==> src/inc/tbst_pkg.sv <==
/*
 * Constants for the 10BASE-Te control and self-test register slice:
 * register offsets, field positions, reset values and timing counts.
 * Assumes a classic Wishbone slave with 32-bit data and byte addresses.
 */
// What this block does
// - Bit 13 of the 10BASE-Te register lowers the receive threshold when set.
// - Bits 12:9 pick the squelch level, 200mV plus 50mV a step, reset 0000.
// - Bit 7 set to one stops normal link pulses; it resets to zero.
// - Bit 4 reads the inverted-polarity flag and mirrors status bit 12.
// - Reading the 10BASE-Te register clears the flag and its mirror.
// - Bit 0 set disables the jabber function, for 10BASE-Te only.
// - Bits 15:8 of the first self-test register count errored bytes.
// - Writing one to bit 15 freezes the count and clears the counter.
// - With counter mode zero the error counter stops at 0xff.
// - Bits 7:0 of the first self-test register set the gap, reset 0x7d.
// - Bits 10:0 of the second self-test register set length, reset 0x5ee.
package tbst_pkg;

	localparam logic [7:0]  TENBASE_IDX      = 8'h1a;
	localparam logic [7:0]  SELFTEST_EG_IDX  = 8'h1b;
	localparam logic [7:0]  SELFTEST_LEN_IDX = 8'h1c;
	localparam logic [7:0]  IRQ_STATUS_IDX   = 8'h20;
	localparam logic [7:0]  IRQ_MASK_IDX     = 8'h21;

	localparam int          THRESH_BIT  = 13;
	localparam int          SQUELCH_LSB = 9;
	localparam int          NLP_BIT     = 7;
	localparam int          POL_BIT     = 4;
	localparam int          JABBER_BIT  = 0;
	localparam int          ERRCNT_LSB  = 8;
	localparam int          LOCK_BIT    = 15;

	localparam logic [3:0]  SQUELCH_RST = 4'h0;
	localparam logic [7:0]  GAP_RST     = 8'h7d;
	localparam logic [10:0] LEN_RST     = 11'h5ee;
	localparam logic [7:0]  ERR_MAX     = 8'hff;

	localparam int          IRQ_POL_BIT = 0;
	localparam int          IRQ_SAT_BIT = 1;

	localparam logic [1:0]  ACK_LATENCY = 2'h1;

endpackage

==> src/logic/errcount.sv <==
/*
 * Errored-byte counter of the self-test checker, with saturation and a
 * lock that freezes the value for software and restarts the count.
 * Assumes one clock; lock and error pulses are one cycle long.
 */
`timescale 1ns/10ps
`default_nettype none

module errcount
	import tbst_pkg::*;
(
	input  wire logic       clk,
	input  wire logic       rstn,
	input  wire logic       err_byte,
	input  wire logic       sat_mode_n,
	input  wire logic       lock,
	output logic [7:0]      locked_q,
	output logic            sat_hit_q
);

	logic [7:0] run_q;

	always_ff @(posedge clk or negedge rstn)
	begin
		if (!rstn)
			run_q <= 8'h00;
		else if (lock)
			run_q <= 8'h00;
		else if (err_byte && !(sat_mode_n == 1'b0 && run_q == ERR_MAX))
			run_q <= run_q + 8'h01;
	end

	always_ff @(posedge clk or negedge rstn)
	begin
		if (!rstn)
			locked_q <= 8'h00;
		else if (lock)
			locked_q <= run_q;
	end

	always_ff @(posedge clk or negedge rstn)
	begin
		if (!rstn)
			sat_hit_q <= 1'b0;
		else
			sat_hit_q <= err_byte && !sat_mode_n && run_q == ERR_MAX;
	end
endmodule

`default_nettype wire

==> src/logic/tbst_regs.sv <==
/*
 * Register slice for 10BASE-Te receive/transmit controls and the self-test
 * generator and checker settings, as a classic Wishbone slave.
 * Assumes a single 50 MHz clock and a master that holds its request until
 * ack; answer comes one cycle after the request is seen.
 */
// Decided for this implementation: the Wishbone slave port.
`timescale 1ns/10ps
`default_nettype none

module tbst_regs
	import tbst_pkg::*;
(
	input  wire logic        clk,
	input  wire logic        rstn,
	input  wire logic        wb_cyc_i,
	input  wire logic        wb_stb_i,
	input  wire logic        wb_we_i,
	input  wire logic [9:0]  wb_adr_i,
	input  wire logic [3:0]  wb_sel_i,
	input  wire logic [31:0] wb_dat_i,
	output logic      [31:0] wb_dat_o,
	output logic             wb_ack_o,
	output logic             wb_err_o,
	input  wire logic        pol_inverted,
	input  wire logic        err_byte,
	input  wire logic        errcnt_mode,
	input  wire logic        status_rd,
	output logic             low_thresh_q,
	output logic [3:0]       squelch_q,
	output logic             nlp_off_q,
	output logic             jabber_off_q,
	output logic             pol_mirror_q,
	output logic [7:0]       gap_q,
	output logic [10:0]      pkt_len_q,
	output logic             irq_q
);
	import tbst_pkg::*;

	////////////////////////////////////////////////////////////////////////
	logic        req;
	logic        hit_ten;
	logic        hit_eg;
	logic        hit_len;
	logic        hit_ist;
	logic        hit_imk;
	logic        mapped;
	logic        wr;
	logic        rd;
	logic        pol_q;
	logic        lock;
	logic [7:0]  locked_cnt;
	logic        sat_hit;
	logic [1:0]  ist_q;
	logic [1:0]  imk_q;
	logic        pol_rise_q;
	logic [31:0] rdata_d;

	function automatic logic hit(input logic [9:0] a, input logic [7:0] idx);
		hit = a[9:2] == idx && a[1:0] == 2'h0;
	endfunction

	assign req     = wb_cyc_i && wb_stb_i && !wb_ack_o && !wb_err_o;
	assign hit_ten = hit(wb_adr_i, TENBASE_IDX);
	assign hit_eg  = hit(wb_adr_i, SELFTEST_EG_IDX);
	assign hit_len = hit(wb_adr_i, SELFTEST_LEN_IDX);
	assign hit_ist = hit(wb_adr_i, IRQ_STATUS_IDX);
	assign hit_imk = hit(wb_adr_i, IRQ_MASK_IDX);
	assign mapped  = hit_ten | hit_eg | hit_len | hit_ist | hit_imk;
	assign wr      = req && mapped && wb_we_i;
	assign rd      = req && mapped && !wb_we_i;

	////////////////////////////////////////////////////////////////////////
	always_ff @(posedge clk or negedge rstn)
	begin
		if (!rstn)
		begin
			wb_ack_o <= 1'b0;
			wb_err_o <= 1'b0;
		end
		else
		begin
			wb_ack_o <= req && mapped;
			wb_err_o <= req && !mapped;
		end
	end

	////////////////////////////////////////////////////////////////////////
	// 10BASE-Te control bits
	always_ff @(posedge clk or negedge rstn)
	begin
		if (!rstn)
		begin
			low_thresh_q <= 1'b0;
			squelch_q    <= SQUELCH_RST;
			nlp_off_q    <= 1'b0;
			jabber_off_q <= 1'b0;
		end
		else if (wr && hit_ten)
		begin
			if (wb_sel_i[1])
			begin
				low_thresh_q <= wb_dat_i[THRESH_BIT];
				squelch_q    <= wb_dat_i[SQUELCH_LSB+3:SQUELCH_LSB];
			end
			if (wb_sel_i[0])
			begin
				nlp_off_q    <= wb_dat_i[NLP_BIT];
				jabber_off_q <= wb_dat_i[JABBER_BIT];
			end
		end
	end

	always_ff @(posedge clk or negedge rstn)
	begin
		if (!rstn)
		begin
			gap_q     <= GAP_RST;
			pkt_len_q <= LEN_RST;
		end
		else
		begin
			if (wr && hit_eg && wb_sel_i[0])
				gap_q <= wb_dat_i[7:0];
			if (wr && hit_len && wb_sel_i[0])
				pkt_len_q[7:0] <= wb_dat_i[7:0];
			if (wr && hit_len && wb_sel_i[1])
				pkt_len_q[10:8] <= wb_dat_i[10:8];
		end
	end

	////////////////////////////////////////////////////////////////////////
	// polarity flag, set wins over the read clear
	always_ff @(posedge clk or negedge rstn)
	begin
		if (!rstn)
			pol_q <= 1'b0;
		else if (pol_inverted)
			pol_q <= 1'b1;
		else if (rd && hit_ten)
			pol_q <= 1'b0;
	end

	always_ff @(posedge clk or negedge rstn)
	begin
		if (!rstn)
			pol_mirror_q <= 1'b0;
		else if (pol_inverted)
			pol_mirror_q <= 1'b1;
		else if (rd && hit_ten)
			pol_mirror_q <= 1'b0;
	end

	////////////////////////////////////////////////////////////////////////
	// lock on a one written to bit 15
	assign lock = wr && hit_eg && wb_sel_i[1] && wb_dat_i[LOCK_BIT];

	errcount u_errcount (
		.clk        (clk),
		.rstn       (rstn),
		.err_byte   (err_byte),
		.sat_mode_n (errcnt_mode),
		.lock       (lock),
		.locked_q   (locked_cnt),
		.sat_hit_q  (sat_hit)
	);

	////////////////////////////////////////////////////////////////////////
	// Interrupt status: polarity went inverted, counter saturated.
	always_ff @(posedge clk or negedge rstn)
	begin
		if (!rstn)
			pol_rise_q <= 1'b0;
		else
			pol_rise_q <= pol_inverted;
	end

	always_ff @(posedge clk or negedge rstn)
	begin
		if (!rstn)
			ist_q <= 2'h0;
		else
		begin
			ist_q[IRQ_POL_BIT] <= (pol_inverted && !pol_rise_q)
				|| (ist_q[IRQ_POL_BIT] && !(wr && hit_ist && wb_sel_i[0]
				&& wb_dat_i[IRQ_POL_BIT]));
			ist_q[IRQ_SAT_BIT] <= sat_hit
				|| (ist_q[IRQ_SAT_BIT] && !(wr && hit_ist && wb_sel_i[0]
				&& wb_dat_i[IRQ_SAT_BIT]));
		end
	end

	always_ff @(posedge clk or negedge rstn)
	begin
		if (!rstn)
			imk_q <= 2'h0;
		else if (wr && hit_imk && wb_sel_i[0])
			imk_q <= wb_dat_i[1:0];
	end

	always_ff @(posedge clk or negedge rstn)
	begin
		if (!rstn)
			irq_q <= 1'b0;
		else
			irq_q <= |(ist_q & imk_q);
	end

	////////////////////////////////////////////////////////////////////////
	// read mux, reserved bits zero
	always_comb
	begin
		rdata_d = 32'h0000_0000;
		if (hit_ten)
		begin
			rdata_d[THRESH_BIT]                    = low_thresh_q;
			rdata_d[SQUELCH_LSB+3:SQUELCH_LSB]     = squelch_q;
			rdata_d[NLP_BIT]                       = nlp_off_q;
			rdata_d[POL_BIT]                       = pol_q;
			rdata_d[JABBER_BIT]                    = jabber_off_q;
		end
		else if (hit_eg)
			rdata_d[15:0] = {locked_cnt, gap_q};
		else if (hit_len)
			rdata_d[10:0] = pkt_len_q;
		else if (hit_ist)
			rdata_d[1:0] = ist_q;
		else if (hit_imk)
			rdata_d[1:0] = imk_q;
	end

	always_ff @(posedge clk or negedge rstn)
	begin
		if (!rstn)
			wb_dat_o <= 32'h0000_0000;
		else if (rd)
			wb_dat_o <= rdata_d;
	end
endmodule

`default_nettype wire

==> config.mk <==
export PLATFORM = sky130hd
export DESIGN_NAME = tbst_regs
export DESIGN_NICKNAME = d
export VERILOG_FILES = /design/src/inc/tbst_pkg.sv /design/src/logic/errcount.sv /design/src/logic/tbst_regs.sv
export SDC_FILE = /design/constraint.sdc
export NUM_CORES = 1
export LEC_CHECK = 0
export BUFFER_PORTS_ARGS = -buffer_cell sky130_fd_sc_hd__buf_4
export CAP_MARGIN = 20
export CORE_ASPECT_RATIO = 1.5
export CORE_MARGIN = 2
export CORE_UTILIZATION = 30
export DETAILED_ROUTE_END_ITERATION = 8
export HOLD_SLACK_MARGIN = 0.02
export PLACE_DENSITY = 0.63
export SLEW_MARGIN = 40
export SYNTH_ARGS = -nofsm -noshare
export SYNTH_HDL_FRONTEND = slang
export SYNTH_HIERARCHICAL = 1
export SYNTH_SLANG_ARGS = --single-unit
==> constraint.sdc <==
create_clock -name clk -period 2.63 [get_ports clk]
set_input_delay 0 -clock clk [delete_from_list [all_inputs] [get_ports clk]]
set_output_delay 0 -clock clk [all_outputs]
set_load 0.02 [all_outputs]
-- Word level (Yosys, flattened, before mapping)
Cells that the tools add are included.
- flip-flop bits (word level): 68
- bits in read-only memories: 0
- logic and storage cells: 100
- memory bits (writable): 0
- bits in latches: 0
- output and inout bits: 62
- input bits: 55
- memories: 0
- magnitude comparators: 0
- multiplexer cells: 18
- divide/modulo/power cells: 0
- shift operators: 0
- bitwise logic cells: 6
- reductions and logical operators: 51
- add/sub/neg operators: 1
- multipliers: 0
- equal/unequal tests: 6
- operator list (cell ; count):
    logical AND 1 bit ; 34
    equality test 8 x 5 -> 1 bit, second input constant ; 3
    equality test 8 x 6 -> 1 bit, second input constant ; 2
    two-way mux 8 bit ; 2
    two-way mux 11 bit ; 1
    two-way mux 2 bit ; 5
    two-way mux 5 bit ; 2
    logical NOT 1 bit ; 9
    two-way mux 9 bit ; 1
    adder 8 x 1 -> 8 bit, second input constant ; 1
    equality test 8 bit, second input constant ; 1
    two-way mux 1 bit ; 6
    OR 1 bit ; 4
    AND reduction 2 bit ; 2
    nonzero test 2 bit ; 2
    two-way mux 3 bit ; 1
    AND 2 bit ; 1
    logical NOT 2 bit ; 1
    logical OR 1 bit ; 2
    OR reduction 2 bit ; 1
    NOT 1 bit ; 1

-- Depth between registers and ports, before layout
Gate-level depths: netlist (run 1).
- depth after elaboration: 14
- gate-level depth with buffers: 10
- depth with buffers taken out: 6

-- Modules after synthesis
Netlist (run 1), hierarchy kept.
- modules (own cells, without submodules) (module ; seq. area each (µm²) ; cells each ; area each (µm²) ; instances):
    tbst_regs ; 1293.7 ; 205 ; 2444.8 ; 1
    errcount ; 425.4 ; 68 ; 805.8 ; 1

-- Least setup slack after synthesis (run 1)
No wires, ideal clock.
- kind: input-to-reg
- start: input port wb_adr_i[9]
- end: register u_errcount.locked_q[4]
- required time: 2505 ps
- setup slack: 429 ps
- buffers on the path: 4
- library setup time: 125 ps
- stages: 9
- data arrival time: 2076 ps
- cells stage by stage: or4_1 buf_4 nor2_4 and4_1 buf_4 buf_6 and3_1 clkbuf_1 mux2_2
- cells in the longest elaborated chain, start to end: 11
- elaborated cells on any way between the ends: 19
- classes of those cells: eq/ne: 5; bitwise: 4; reduce/logical: 10
- ends and longest elaborated chain (item ; line ; text):
    start, declared ; tbst_regs.sv:19 ; input wire logic [9:0] wb_adr_i,
    equality test 8 x 5 -> 1 bit ; tbst_regs.sv:60 ; hit = a[9:2] == idx && a[1:0] == 2'h0;
    logical AND 1 bit ; tbst_regs.sv:60 ;
    OR 1 bit (4 in a row) ; tbst_regs.sv:69 ; assign mapped = hit_ten | hit_eg | hit_len | hit_ist | hit_imk;
    logical AND 1 bit (2 in a row) ; tbst_regs.sv:70 ; assign wr = req && mapped && wb_we_i;
    logical AND 1 bit * (3 in a row) ; tbst_regs.sv:156 ; assign lock = wr && hit_eg && wb_sel_i[1] && wb_dat_i[LOCK_BIT];
    named net lock ; tbst_regs.sv:51 ; logic lock;
    end signal, assigned ; errcount.sv:38 ; locked_q <= run_q;
    end, declared ; errcount.sv:17 ; output logic [7:0] locked_q,
Mark *: on every way through the listed nets, which the timed path passes. The rest lies on a longest branch.
A chain may end at the register's enable or synchronous reset.

-- Final worst setup path (run 1)
- start: register wb_err_o
- end: register imk_q[0]
- cells in the longest elaborated chain, start to end: 6
- ends and longest elaborated chain (item ; line ; text):
    start, declared ; tbst_regs.sv:24 ; output logic wb_err_o,
    start signal, assigned ; tbst_regs.sv:84 ; wb_err_o <= req && !mapped;
    logical NOT 1 bit ; tbst_regs.sv:63 ; assign req = wb_cyc_i && wb_stb_i && !wb_ack_o && !wb_err_o;
    logical AND 1 bit ; tbst_regs.sv:63 ;
    logical AND 1 bit (2 in a row) ; tbst_regs.sv:70 ;
    logical AND 1 bit (2 in a row) ; tbst_regs.sv:197 ; else if (wr && hit_imk && wb_sel_i[0])
    end signal, assigned ; tbst_regs.sv:198 ; imk_q <= wb_dat_i[1:0];
    end, declared ; tbst_regs.sv:55 ; logic [1:0] imk_q;
Every way passes these cells.

==> results of run 1 <==
[through the flow]
step | hold slack [ns] | total power [mW] | utilization | cell area [sq um]
2_1_floorplan | -0.296 | 1.41 | - | 3310
3_3_place_gp | 0.147 | 1.50 | 0.372 | 3940
3_5_place_dp | 0.153 | 1.52 | 0.373 | 3950
4_1_cts | 0.0202 | 2.69 | 0.417 | 4410
5_1_grt | 0.0582 | 2.79 | 0.417 | 4420
6_report | 0.0337 | 2.66 | 0.417 | 4420
[cells by family after synthesis]
kind of cell,count (synthesis),synth area share
compound gates,46,0.0966
fa+ha+maj,1,0.00385
buf+inv,31,0.0624
flops,68,0.529
mux,45,0.156
other cells,1,0.00115
simple gates,81,0.151
[state kept, by name, indices dropped and copies added, names as in the netlist]
name                  cells
imk_q                     2
pol_mirror_q              1
u_errcount/sat_hit_q      1
irq_q                     1
wb_err_o                  1
nlp_off_q                 1
low_thresh_q              1
squelch_q                 4
wb_ack_o                  1
wb_dat_o                 16
gap_q                     8
jabber_off_q              1
u_errcount/locked_q       8
ist_q                     2
u_errcount/run_q          8
pkt_len_q                11
pol_rise_q                1
[report_power, final]
part	leakage, nW	switching (mW)	total, mW	internal, mW
sequential	0.867	0.0809	1.19	1.11
combinational	1.10	0.166	0.328	0.162
clock	0.146	0.395	1.13	0.739
[cell usage in the layout, fill, tap and decap left out, drive strengths merged, types with 5 or more instances in the layout]
cell type	n
nand3	6
buf	85
clkbuf	15
o21ai	19
conb	16
nor2	14
dlygate4sd3	17
nand2	21
a22oi	9
dfstp	14
inv	5
mux2	42
nor3	9
dfrtp	54
[critical path, stage by stage (launching register included)]
cell      delay (ns)
dfrtp_1         0.38
and4bb_2        0.33
nand3_1         0.28
nor3_1          0.39
nand2_1         0.14
mux2_2          0.29
[final timing paths]
kind,start,endpoint,cells after the start
max in group asynchronous,rstn,u_errcount/locked_q[6],2
min,wb_cyc_i,wb_err_o,3
min in group asynchronous,rstn,wb_ack_o,2
min reg2reg,u_errcount/sat_hit_q,ist_q[1],1
max reg2reg,wb_err_o,imk_q[0],5
max,wb_err_o,imk_q[0],5
[metal layers]
metal,part of all wire,vias to the layer above,global-route usage
li1,-,1160,-
met4,0.024,0,0.0580
met5,0,-,0
met1,0.39,1248,0.162
met3,0.052,17,0.0345
met2,0.54,91,0.242
[repair_timing]
item,in CTS,in global routing
hold buffers,17,0
hold endpoints to repair,87,0
endpoints found under the setup margin,0,0
resized for setup,0,0
[area by class of cell]
cell class / instances / area share
Sequential cell: 68 / 0.389
Multi-Input combinational cell: 189 / 0.315
Timing Repair Buffer: 102 / 0.184
Clock buffer: 15 / 0.0652
Tap cell: 144 / 0.0408
Inverter: 5 / 0.00425
Clock inverter: 1 / 0.00113
==> flow_summary.yaml, run 1 <==
run_status:
  outcome: "complete, no violations"
clock_network:
  htree_levels: 3
  clkTransAtPathRegs_ns: 0.05
  clk_path_buf_depth: 2
  insertion_delay_ns: 0.32
  clockRootBuffer: "clkbuf_16"
  cts_tree: "done"
  numCtsBuffers: 9
  cts_num_sinks: 68
  post_cts_buffers: 0
critical_path:
  crit_type: "reg2reg"
  end_kind: "flop"
  worstPathRequired_ns: 2.83
  critical_path_arrival_ns: 2.15
  r2r_slack_ns: 0.68
  cp_max_fo: 4
  crit_path_start_kind: "flop"
finish:
  regArea_sq_mm: 0.00172
  drive_gt1_frac: 0.429
  syn2layout_area_growth_pct: 35.8
  multi_input_area_sq_mm: 0.00139
  layout.cells.non_filler: 524
  antenna_cells: 0
  nets: 431
  nFillCells: 1043
sta:
  setup_viol: 0
  period_share: 0.740
  tns_ns: 0
  relSlewSlack: 0.492
  tightest_slew_ns: 0.760
  rsz0062_at_grt: "no"
  period_minus_slack_ns: 1.95
  fin_ws_ns: 0.683
  hold_viol: 0
  fmax_mhz: 514
  fin_skew_ns: 0.00392
  finalMaxSlewViolations: 0
floorplanning:
  core_region_area_sq_mm: 0.0106
  die_area_sq_mm: 0.0117
  die_y_um: 131
  initial_core_util: 0.307
  rows: 46
  io_pins: 117
  die_w_um: 89.0
global_routing:
  grtUsageTotal: 0.141
  antenna_found_initial: 0
  grt_pass1_wl_um: 12800
  grt_pass1_vias: 2565
  grt-ovfl-total: 0
  grt_max_degree: 69
synthesis:
  synth-seq-area-share: 0.529
  synth_top_flop_cell: "dfrtp_1"
  synth_area_sq_mm: 0.00325
  yosysWarnings: 6
  syn_area_per_cell_sq_um: 11.9
  ys_types: 51
  yosysMostFrequentCell: "dfrtp_1"
  synthTopCellsByArea: "dfrtp_1 (42%), mux2_2 (13%), dfstp_2 (11%)"
  async_flop_share: 1.00
  netlist_top_cells_count: "dfrtp_1 (54), mux2_2 (38), nand2_1 (21)"
  postSynthCellCount: 273
  synth_seq_cells: 68
  yosysTopAreaCell: "dfrtp_1"
  yosysTopAreaCellShare: 0.416
  synth_edf_count: 0
route:
  drc: 0
  vias_per_cell: 4.80
  wl_um: 8020
  avgRoutedWirePerCell_um: 15.3
  drt_iter0_drc: 156
  vias: 2516
  drtPass1Iterations: 4
  antenna_left: 0
placement:
  place_inst: 491
  port_buffers: 80
  dp_hpwl_um: 5840
  gp_congestion: 0.781
  place_ws_ns: 0.435
run:
  cap_viol_max_count: 0
pwr:
  power.leakage_nw: 2.12
  power_density_mw_per_mm2: 601
  peakVddDrop_uv: 295
min_path:
  worstHoldPathType: "in2reg"
(Power assumes the default switching activity.)
==> run 2: changes to the inputs <==
- clock period: 2.63 -> 2 ns (I/O delays scaled with it)
==> flow_summary.yaml, run 2 (same netlist as run 1, synthesis figures left out) <==
min_path:
  min_to: "wb_err_o"
  hp-start: "wb_stb_i"
  min_path_cells: 3
  worstHoldPathType: "in2reg"
run_status:
  outcome: "complete, no violations"
sta:
  fin_skew_ns: 0.00803
  fin_ws_ns: 0.156
  rsz0062_at_grt: "no"
  hold_viol: 0
  finalMaxSlewViolations: 0
  tightest_slew_ns: 0.619
  period_share: 0.922
  setup_viol: 0
  relSlewSlack: 0.587
  hold_slack_ns: 0.0325
  tns_ns: 0
  period_minus_slack_ns: 1.84
  fmax_mhz: 542
placement:
  dp_hpwl_um: 6060
  place_ws_ns: 0.00756
  port_buffers: 80
  place_inst: 502
  gp_congestion: 0.758
floorplanning:
  rows: 46
  die_w_um: 89.0
  die_y_um: 131
  core_region_area_sq_mm: 0.0106
  io_pins: 117
  initial_core_util: 0.307
  die_area_sq_mm: 0.0117
pwr:
  power_density_mw_per_mm2: 808
  peakVddDrop_uv: 414
  power.leakage_nw: 2.17
  p_total_mw: 3.64
global_routing:
  grt_pass1_vias: 2587
  grt_use_met1: 0.163
  grt-busiest-layer: "met2"
  use_met3: 0.0389
  grtUsageTotal: 0.145
  grtUsageMet2: 0.251
  grt_max_degree: 69
  antenna_found_initial: 0
  grt-ovfl-total: 0
  grt_pass1_wl_um: 12900
critical_path:
  cp_max_fo: 8
  end_kind: "flop"
  worstPathRequired_ns: 2.21
  critPathTopFamily: "simple AND/OR/NAND/NOR gates"
  slowest_delay_ns: 0.39
  crit_path_start_kind: "flop"
  r2r_slack_ns: 0.16
  reg2reg_depth: 5
  critical_path_arrival_ns: 2.05
  timing.rr.start: "wb_err_o"
  worst-path-buf-inv: 1
  regToRegEndpoint: "pkt_len_q[4]"
  critPathSlowestCell: "dfrtp_1"
  cp_cell_sequence: "and4bb_2 > nand3_1 > buf_4 > nor2_8 > mux2_2"
  crit_type: "reg2reg"
finish:
  final_common_cell: "buf_4"
  nets: 442
  nFillCells: 1010
  antenna_cells: 0
  drive_gt1_frac: 0.440
  regArea_sq_mm: 0.00172
  top_regs: "wb_dat_o: 16 flops, pkt_len_q: 11 flops"
  layout.cells.non_filler: 535
  syn2layout_area_growth_pct: 38.6
  final_cell_mix: "buf_4 (95), dfrtp_1 (54), mux2_2 (38)"
  largest_reg_flops: 16
  largest-register: "wb_dat_o"
  multi_input_area_sq_mm: 0.00139
run:
  cap_viol_max_count: 0
clock_network:
  clk_path_buf_depth: 2
  cts_num_sinks: 68
  cts_tree: "done"
  clkTransAtPathRegs_ns: 0.05
  numCtsBuffers: 9
  insertion_delay_ns: 0.33
  htree_levels: 3
  clockRootBuffer: "clkbuf_16"
route:
  antenna_left: 0
  wl_um: 8150
  drc: 0
  drtPass1Iterations: 7
  vias_per_cell: 4.70
  vias: 2517
  drt_iter0_drc: 121
  avgRoutedWirePerCell_um: 15.2
run 2: changes by cell type in the layout (fill, tap and decap cells not counted), sizes merged:
cell | before | now
buf | 85 | 96
bufinv | 0 | 2
clkbuf | 15 | 14
clkinv | 1 | 0
run 2: worst max path at each step:
stage / start / endpoint / slack (ns) / cells after the start
floorplan: wb_adr_i[9] / u_errcount/locked_q[4] / 0.004 / 9
global placement: wb_adr_i[9] / gap_q[7] / 0.06 / 7
detailed placement: wb_adr_i[9] / gap_q[7] / 0.008 / 7
CTS: wb_err_o / pkt_len_q[4] / 0.14 / 5
global route: wb_err_o / pkt_len_q[4] / 0.09 / 5
finish: wb_err_o / pkt_len_q[4] / 0.16 / 5
run 2: what timing repair did:
item | 4_1_cts | 5_1_grt
resized for setup | 0 | 0
endpoints found under the hold margin | 87 | 0
buffers inserted | 0 | 0
hold buffers | 17 | 0
run 2: layer usage:
| layer | vias up | share of wire |
|---|---|---|
| met5 | - | 0 |
| met4 | 0 | 0.022 |
| met3 | 14 | 0.050 |
| met2 | 83 | 0.53 |
| met1 | 1225 | 0.40 |
| li1 | 1195 | - |
run 2: where the power goes:
group | leakage [nW] | internal, mW | switching (mW) | total, mW
combinational | 1.15 | 0.215 | 0.222 | 0.438
clock | 0.145 | 1.09 | 0.546 | 1.64
sequential | 0.867 | 1.46 | 0.102 | 1.56
run 2: through the flow:
step,area (sq um),util
floorplan,3340,-
global placement,4030,0.380
detailed placement,4030,0.381
CTS,4510,0.426
global route,4510,0.426
finish,4510,0.426
run 2: worst reg2reg max path, delay by kind of cell, from the launching register on:
kind / cells / cell delay, ns
buffers and inverters: 1 / 0.23
muxes: 1 / 0.36
and+or+nand+nor: 3 / 0.73
DFF: 1 / 0.39
run 2: layout make-up:
cell class                 instances  area share
clock buffer                      14      0.0541
clock inverter                     2      0.0133
inverter                           5     0.00416
multi-input combinational        189       0.308
sequential                        68       0.381
tap                              144      0.0400
timing repair buffer             113       0.199
